### config.mk
export PLATFORM = sky130hd
export DESIGN_NAME = reset_sequencer
export DESIGN_NICKNAME = d
export VERILOG_FILES = /design/src/hdl/reset_seq_pkg.sv /design/src/hdl/stab_counter.sv /design/src/hdl/reset_sequencer.sv
export SDC_FILE = /design/constraint.sdc
export NUM_CORES = 1
export LEC_CHECK = 0
export BUFFER_PORTS_ARGS = -buffer_cell sky130_fd_sc_hd__buf_2
export CAP_MARGIN = 20
export CORE_MARGIN = 5
export CORE_UTILIZATION = 40
export CTS_CLUSTER_SIZE = 8
export DETAILED_ROUTE_END_ITERATION = 8
export MAX_ROUTING_LAYER = met4
export PLACE_DENSITY = 0.65
export SLEW_MARGIN = 0
export SYNTH_ARGS = -nofsm -noshare
export SYNTH_HDL_FRONTEND = slang
export SYNTH_SLANG_ARGS = --single-unit
### constraint.sdc
create_clock -name clk -period 2.11 [get_ports clk]
set_input_delay 0.1055 -clock clk [delete_from_list [all_inputs] [get_ports clk]]
set_output_delay 0.1055 -clock clk [all_outputs]
set_load 0.02 [all_outputs]
### src/hdl/reset_seq_pkg.sv
/*
 power-on/power-down reset sequencer constants.
 assumes a single system clock at 100 MHz.
*/
package reset_seq_pkg;
    localparam int unsigned WAIT_OUTER = 512;
    localparam int unsigned WAIT_INNER = 256;
    localparam int unsigned WAIT_CYCLES = WAIT_OUTER * WAIT_INNER;
    localparam int unsigned WAIT_WIDTH = 18;
    localparam int unsigned PC_WIDTH = 11;
    localparam logic [10:0] PC_RESET = 11'h000;
    localparam logic PDR_ENABLE_RESET = 1'b0;
    typedef enum logic [1:0] {st_reset, st_wait, st_run} seq_state_t;
endpackage : reset_seq_pkg

### src/hdl/stab_counter.sv
/*
 stabilisation wait counter: counts enabled cycles up to a terminal count.
 assumes clear is held whenever reset is asserted.
*/
`timescale 1ns/1ps
module stab_counter
#(
    parameter int unsigned COUNT = 131072,
    parameter int unsigned WIDTH = 18
)
(
    input wire logic clk,
    input wire logic clear,
    input wire logic count_en,
    output logic done
);
    logic [WIDTH:0] count;
    wire logic at_end = (count == (WIDTH + 1)'(COUNT));

    always_ff @(posedge clk)
    begin
        if (clear)
            count <= '0;
        else if (count_en && !at_end)
            count <= count + 1'b1;
    end

    assign done = at_end;
endmodule : stab_counter

### src/hdl/reset_sequencer.sv
/*
 power-on/power-down reset sequencer: gates oscillator and system reset,
 runs the stabilisation wait and loads the program counter with zero.
 assumes detect inputs are synchronous levels from the voltage monitors.
*/
`timescale 1ns/1ps
module reset_sequencer
    import reset_seq_pkg::*;
#(
    parameter int unsigned WAIT_COUNT = WAIT_CYCLES
)
(
    input wire logic clk,
    input wire logic rst,
    input wire logic poweron_detect,
    input wire logic powerdown_detect,
    input wire logic enable_write,
    input wire logic enable_wdata,
    output logic powerdown_reset_enable_flag,
    output logic osc_enable,
    output logic sys_reset,
    output logic pc_load,
    output logic [PC_WIDTH-1:0] pc_value,
    output logic poweron_cause
);
    ////////////////////////////////////////////////////////////////////
    seq_state_t state;
    seq_state_t next_state;
    logic wait_done;
    logic next_cause;

    wire logic pdr_active = powerdown_detect && powerdown_reset_enable_flag;
    wire logic any_reset = rst || poweron_detect || pdr_active;
    wire logic in_reset = (state == st_reset);

    ////////////////////////////////////////////////////////////////////
    always_ff @(posedge clk)
    begin
        if (rst || poweron_detect)
            powerdown_reset_enable_flag <= PDR_ENABLE_RESET;
        else if (enable_write)
            powerdown_reset_enable_flag <= enable_wdata;
    end

    always_comb
    begin
        next_state = state;
        unique case (state)
            st_reset: if (!any_reset) next_state = st_wait;
            st_wait: if (wait_done) next_state = st_run;
            st_run: next_state = st_run;
            default: next_state = st_reset;
        endcase
        if (any_reset)
            next_state = st_reset;
    end

    assign next_cause = poweron_detect ? 1'b1 : (pdr_active ? 1'b0 : poweron_cause);

    always_ff @(posedge clk)
    begin
        state <= next_state;
        poweron_cause <= (rst) ? 1'b1 : next_cause;
        pc_value <= PC_RESET;
        pc_load <= (state == st_wait) && (next_state == st_run);
    end

    ////////////////////////////////////////////////////////////////////
    assign osc_enable = !in_reset && !any_reset;
    assign sys_reset = (state != st_run);

    stab_counter #(.COUNT(WAIT_COUNT), .WIDTH(WAIT_WIDTH)) u_wait
    (
        .clk(clk),
        .clear(in_reset || any_reset),
        .count_en(osc_enable && state == st_wait),
        .done(wait_done)
    );

    ////////////////////////////////////////////////////////////////////
    // cycles since all sources went quiet, watched by the wait-length check
    logic [WAIT_WIDTH:0] quiet_count;

    always_ff @(posedge clk)
    begin
        if (any_reset)
            quiet_count <= '0;
        else if (state != st_run)
            quiet_count <= quiet_count + 1'b1;
    end

    ////////////////////////////////////////////////////////////////////
    property p_osc_off;
        @(posedge clk) disable iff (rst) any_reset |-> !osc_enable;
    endproperty
    osc_stopped_a: assert property (p_osc_off) else $error("osc running in reset");
    por_reset_a: assert property (@(posedge clk) disable iff (rst)
        poweron_detect |=> sys_reset && state == st_reset) else $error("por ignored");
    por_clears_en_a: assert property (@(posedge clk) disable iff (rst)
        poweron_detect |=> !powerdown_reset_enable_flag) else $error("por kept enable");
    pdr_gate_a: assert property (@(posedge clk) disable iff (rst)
        powerdown_detect && !powerdown_reset_enable_flag && !poweron_detect
        && state == st_run |=> state == st_run) else $error("disabled pdr acted");
    pdr_hold_a: assert property (@(posedge clk) disable iff (rst)
        pdr_active[*2] |-> sys_reset) else $error("pdr released early");
    wait_run_a: assert property (@(posedge clk) disable iff (rst)
        state == st_wait && wait_done && !any_reset |=> state == st_run && pc_load)
        else $error("wait not ending");
    wait_start_a: assert property (@(posedge clk) disable iff (rst)
        $fell(in_reset) |-> !wait_done) else $error("counter not cleared");
    por_prio_a: assert property (@(posedge clk) disable iff (rst)
        poweron_detect && powerdown_detect |=> poweron_cause) else $error("pdr beat por");
    pc_zero_a: assert property (@(posedge clk) disable iff (rst)
        pc_load |-> pc_value == PC_RESET) else $error("pc not zero");
    recover_a: assert property (@(posedge clk) disable iff (rst)
        state == st_reset && !any_reset |=> state == st_wait) else $error("no wait");
    wait_length_a: assert property (@(posedge clk) disable iff (rst)
        pc_load |-> quiet_count == (WAIT_WIDTH + 1)'(WAIT_COUNT + 2))
        else $error("wait length wrong");
    pc_pulse_a: assert property (@(posedge clk) disable iff (rst)
        pc_load |=> !pc_load) else $error("pc load not one cycle");
    run_osc_a: assert property (@(posedge clk) disable iff (rst)
        state == st_run && !any_reset |-> osc_enable && !sys_reset)
        else $error("run without clock");
    flag_write_a: assert property (@(posedge clk) disable iff (rst)
        enable_write && !poweron_detect |=> powerdown_reset_enable_flag == $past(enable_wdata))
        else $error("enable write lost");
    cause_pdr_a: assert property (@(posedge clk) disable iff (rst)
        pdr_active && !poweron_detect |=> !poweron_cause) else $error("pdr cause lost");
    cov_run_c: cover property (@(posedge clk) pc_load);
    cov_pdr_c: cover property (@(posedge clk) pdr_active ##1 !any_reset);
    cov_por_c: cover property (@(posedge clk) poweron_detect ##1 !poweron_detect);
    cov_rst_c: cover property (@(posedge clk) rst ##1 !rst);
    cov_restart_c: cover property (@(posedge clk) state == st_wait ##1 state == st_reset);
endmodule : reset_sequencer

# Word-level counts from Yosys, hierarchy flattened
# Cells that the tools add are included.
# word_totals
in_bits,6
wordCells,27
reg_bits,24
# classes
eq_ne,5
n_reduce_logical,13
add_sub_neg,1
muxes,3
# ops
op,count
"19-bit by 1-bit adder with 19-bit output, second input constant",1
"19-bit by 18-bit equality test with 1-bit output, second input constant",1
2-bit case mux with 3 select lines,1
1-bit logical AND,5
"2-bit equality test, second input constant",2
2-bit two-way mux,2
1-bit zero test,3
1-bit logical OR,3
"2-bit by 1-bit equality test with 1-bit output, second input constant",1
2-bit zero test,1
"2-bit inequality test, second input constant",1
2-bit OR reduction,1

# Longest topological paths before layout
# depth
word_depth,6
mapped_depth,6
ltp_nobuf,6

# By module
# From an unflattened synthesis, not the netlist that was laid out.
# hier_totals
hier_cells,146
hier_area_um2,1268.7
# modules_own_cells
mod,cells_per_inst,area_per_inst_um2,instances
stab_counter,113,978.4,1
reset_sequencer,33,290.3,1

# Worst setup path before layout
# OpenSTA, ideal clock, no wires.
# synth_path
path_type,register to register
from,reg powerdown_reset_enable_flag
to,reg u_wait.count[16]
arrival_ps,1581
path_stages_with_launch,6
n_path_buf,1
slack_ps,458
path_cell_list,dfxtp_1 a211oi_4 nand4_2 buf_6 or4_1 a21oi_1
# synth_between
elab_chain_cells,6
# synth_rtl
item,line_no,rtl
"start, declared",reset_sequencer.sv:19,"output logic powerdown_reset_enable_flag,"
"start signal, assigned",reset_sequencer.sv:42,powerdown_reset_enable_flag <= enable_wdata;
1-bit logical AND (*),reset_sequencer.sv:32,wire logic pdr_active = powerdown_detect && powerdown_reset_enable_flag;
1-bit logical OR (*),reset_sequencer.sv:33,wire logic any_reset = rst || poweron_detect || pdr_active;
1-bit zero test,reset_sequencer.sv:69,assign osc_enable = !in_reset && !any_reset;
1-bit logical AND,reset_sequencer.sv:69,
1-bit logical AND,reset_sequencer.sv:76,".count_en(osc_enable && state == st_wait),"
1-bit logical AND,stab_counter.sv:24,else if (count_en && !at_end)
"end signal, assigned",stab_counter.sv:25,count <= count + 1'b1;
"end, declared",stab_counter.sv:17,logic [WIDTH:0] count;
# Mark *: on every way between the ends. The rest lies on a longest branch, timed or not.
# A chain may end at the register's enable or synchronous reset.

# Final worst setup path
# layout_path
from,reg u_wait.count[3]
to,reg u_wait.count[18]
# layout_between
elab_chain_cells,3
# layout_rtl
item
"parallel branches: the longest is 3 deep, another holds 19-bit by 1-bit adder with 19-bit output"
# Parallel ways; which one is timed is not known.

==> impl_results.md <==
* Leakage power at 0.4796 nW
* Layout Cells excl Fill at 205
* Vias at 1174
* Setup TNS at 0 ns
* Detailed-router iteration count before antenna repair at 7
* Rows at 20
* CP startpoint kind: flip-flop
* Hold Slack at 0.01826 ns
* Final period utilization at 86.01%
* Worst vdd ir at roughly 0.23 mV
* Post-Place Worst Slack at 0.2135 ns
* Max Slew Vio Count at 0
* CP Class: flip-flop to flip-flop
* Ys flop type: dfxtp_1
* # setup viols final at 0
* Post-synth EDFFs at 0
* Mapped Cells at 152
* Vias in the first global route at 1104
* Cell area power density at 591.4 nW/µm²
* CTS H-Tree Depth at 1
* Path category of the worst min-delay check: primary input to flip-flop
* Crit path depth at 4
* Clock Latency Late Sink at 0.32 ns
* Worst-path cell chain: and4_1 -> nand4_4 -> or4_1 -> a21oi_1
* Fin. Hold Viols at 0
* Bufs and invs on worst path at 0
* Fmax at 551.0 MHz
* P_sw at 0.1853 mW
* Die X at 67.39 µm
* Tmin final at ~1.8 ns
* Largest net degree at the start of global routing at 22
* CP Launch Point: u_wait.count[3]
* Int Power at 0.6590 mW
* Initial core utilization at 42.46%
* Final ANT Viol Nets at 0
* Routed WL at 2.893 mm
* First-pass GRT wire length at a little under 5 mm
* Logic pwr share at approximately 5.6%
* Die ar. at ~4500 µm²
* Via-to-Cell Ratio at 5.727
* Crit path capture: u_wait.count[18]
* Cell family with most CP delay: simple AND/OR/NAND/NOR gates
* Post-synthesis cell area at 1318 µm²
* Max_cap viols at 0
* Inst Count DP at between 200 and 250
* Arrival time at the worst endpoint at approximately 2.1 ns
* Sequential area share after synthesis at 36.47%
* Worst endpoint required time at 2.37 ns
* Clock Path Buffers at 2
* Register bit total from synthesis at 24
* Placed Area at 1366 µm²
* Grt ovf at 0
* R2r worst-path depth at 4
* Core Region at approximately 3100 µm²
* Root buf cell: clkbuf_4
* Status: finished, final reports clean
* Async SR Flop Fraction at 0%
* Antenna violations before repair at 0
* Initial DRC count at 94
* Reg clk slew, reported paths at 0.14 ns
* CTS Sinks at 24
* Crit-path slowest cell: or4_1
* Worst r2r src: u_wait.count[3]
* Share of cells above drive strength 1 at about an eighth
* Worst Skew at 0.002822 ns
* Total CTS buffers at 3
* Total track usage at between 10% and 20%
* Boundary Pins at 22
* Area grow syn2layout at 8.357%
* CTS tree: yes
* Worst setup margin at 0.2952 ns
* Worst reg2reg setup slack at roughly 0.3 ns
* Max incr delay on CP at 0.58 ns
* Sequential share of power at 54.3%
* WL/cell at ~14 µm
* RD Place Congestion at 0.8356
* # diodes at 0
* Synth cell types at 37
* Final nets at 170
* Port Buffer Count at 10
* Die H at 67.39 µm
* Critical path peak fanout at 21
* Average cell area after synthesis at 8.668 µm²
* DRC Markers at 0
* Clock Power Share at 40.0%
* Net Sw Frac at 21.95%
* Design Area, Final at between 1000 and 1500 µm²
* RSZ-0062 raised after global routing: no
* Worst Setup End Kind: flip-flop
* Postcts setup bufs at 0
* Synth Warn # at 0
* Final HPWL DP at 2.108 mm
* RR Endpoint: u_wait.count[18]
-- power by group through the flow --
stage / Combinational (mW) / Clock (mW) / Sequential [mW]
2_1_floorplan: 0.0472 / 0 / 0.469
5_1_grt: 0.0515 / 0.366 / 0.460
3_3_place_gp: 0.0454 / 0 / 0.468
6_report: 0.0475 / 0.338 / 0.459
3_5_place_dp: 0.0462 / 0 / 0.469
4_1_cts: 0.0463 / 0.347 / 0.459
-- layout make-up --
class | instances | area (µm²)
Tap cell | 44 | 55.05
Clock inverter | 1 | 30.03
Sequential cell | 24 | 480.5
Timing Repair Buffer | 13 | 72.57
Multi-Input combinational cell | 116 | 752.0
Fill cell | 311 | 1675
Inverter | 4 | 15.01
Clock buffer | 3 | 22.52
-- worst min-delay path by stage --
stage / startpoint / to / slack [ns] / depth (start not counted)
4_1_cts: rst / powerdown_reset_enable_flag / 0.008 / 2
2_1_floorplan: rst / powerdown_reset_enable_flag / 0.18 / 1
3_3_place_gp: rst / powerdown_reset_enable_flag / 0.35 / 2
6_report: rst / powerdown_reset_enable_flag / 0.02 / 2
5_1_grt: rst / powerdown_reset_enable_flag / 0.02 / 2
3_5_place_dp: rst / powerdown_reset_enable_flag / 0.37 / 2
-- synth_stat cells, types with 2 or more instances --
cell type / count / area share, %
and4_1: 2 / 1.3
mux2i_1: 3 / 2.3
clkbuf_1: 6 / 1.7
buf_4: 11 / 6.3
or3_1: 4 / 1.9
nand2b_1: 2 / 0.95
a21oi_1: 12 / 4.6
nand4_1: 5 / 2.4
nand2_1: 13 / 3.7
nand3_1: 6 / 2.3
dfxtp_1: 24 / 36
o211ai_1: 4 / 2.3
ha_1: 2 / 1.9
or4_1: 12 / 6.8
a211o_1: 2 / 1.3
nor4_1: 3 / 1.4
nor2_1: 7 / 2.0
inv_1: 4 / 1.1
o21ai_0: 2 / 0.76
o31ai_1: 11 / 6.3
-- stage by stage --
| step | power (mW) | utilization, % |
|---|---|---|
| CTS | 0.8518 | 45.73 |
| detailed placement | 0.5149 | 44.03 |
| global placement | 0.5138 | 44.03 |
| global route | 0.8767 | 46.01 |
| floorplan | 0.5163 | - |
| finish | 0.8443 | 46.01 |
-- cells in the final DEF (no fill, tap or decap), types with 5 or more instances in the layout --
master / synthesis / final
nand4_1: 5 / 5
conb_1: 1 / 11
or4_1: 12 / 12
dfxtp_1: 24 / 24
buf_2: 0 / 10
nor2_1: 7 / 7
a21oi_1: 12 / 12
o31ai_1: 11 / 11
nand2_1: 13 / 13
nand3_1: 6 / 6
-- sequential cells by signal (all words and copies together), names as in the netlist --
register and flops:
state 2, powerdown_reset_enable_flag 1, u_wait.count 19, pc_load 1, poweron_cause 1
-- metal layers --
| metal | vias to the layer above | track usage, % | routed length (µm) |
|---|---|---|---|
| met3 | 2 | 1.498 | 76 |
| met1 | 569 | 16.87 | 1293 |
| met2 | 24 | 23.56 | 1494 |
| met4 | 0 | 5.570 | 29 |
| li1 | 579 | - | - |
| met5 | - | - | 0 |
-- worst register-to-register path: stages, from the launching register on --
cell	delay (ns)
dfxtp_1	0.45
and4_1	0.30
nand4_4	0.27
or4_1	0.58
a21oi_1	0.16
-- logic make-up after synthesis --
| kind of cell | count (synthesis) | share of synthesized area (%) |
|---|---|---|
| AND/OR/NAND/NOR | 62 | 28.97 |
| XOR/XNOR | 2 | 1.330 |
| AO/OA/AOI/OAI | 36 | 18.80 |
| multiplexers | 3 | 2.279 |
| flip-flops | 24 | 36.47 |
| buffers and inverters | 22 | 9.971 |
| adder cells (fa/ha/maj) | 2 | 1.899 |
| other | 1 | 0.2846 |
-- repair_timing --
item	in CTS	in global routing
resized for setup	0	1
endpoints found under the setup margin	0	7
endpoints found under the hold margin	0	0
hold buffers	0	0
Note: power is estimated with default switching activity, not from simulation.
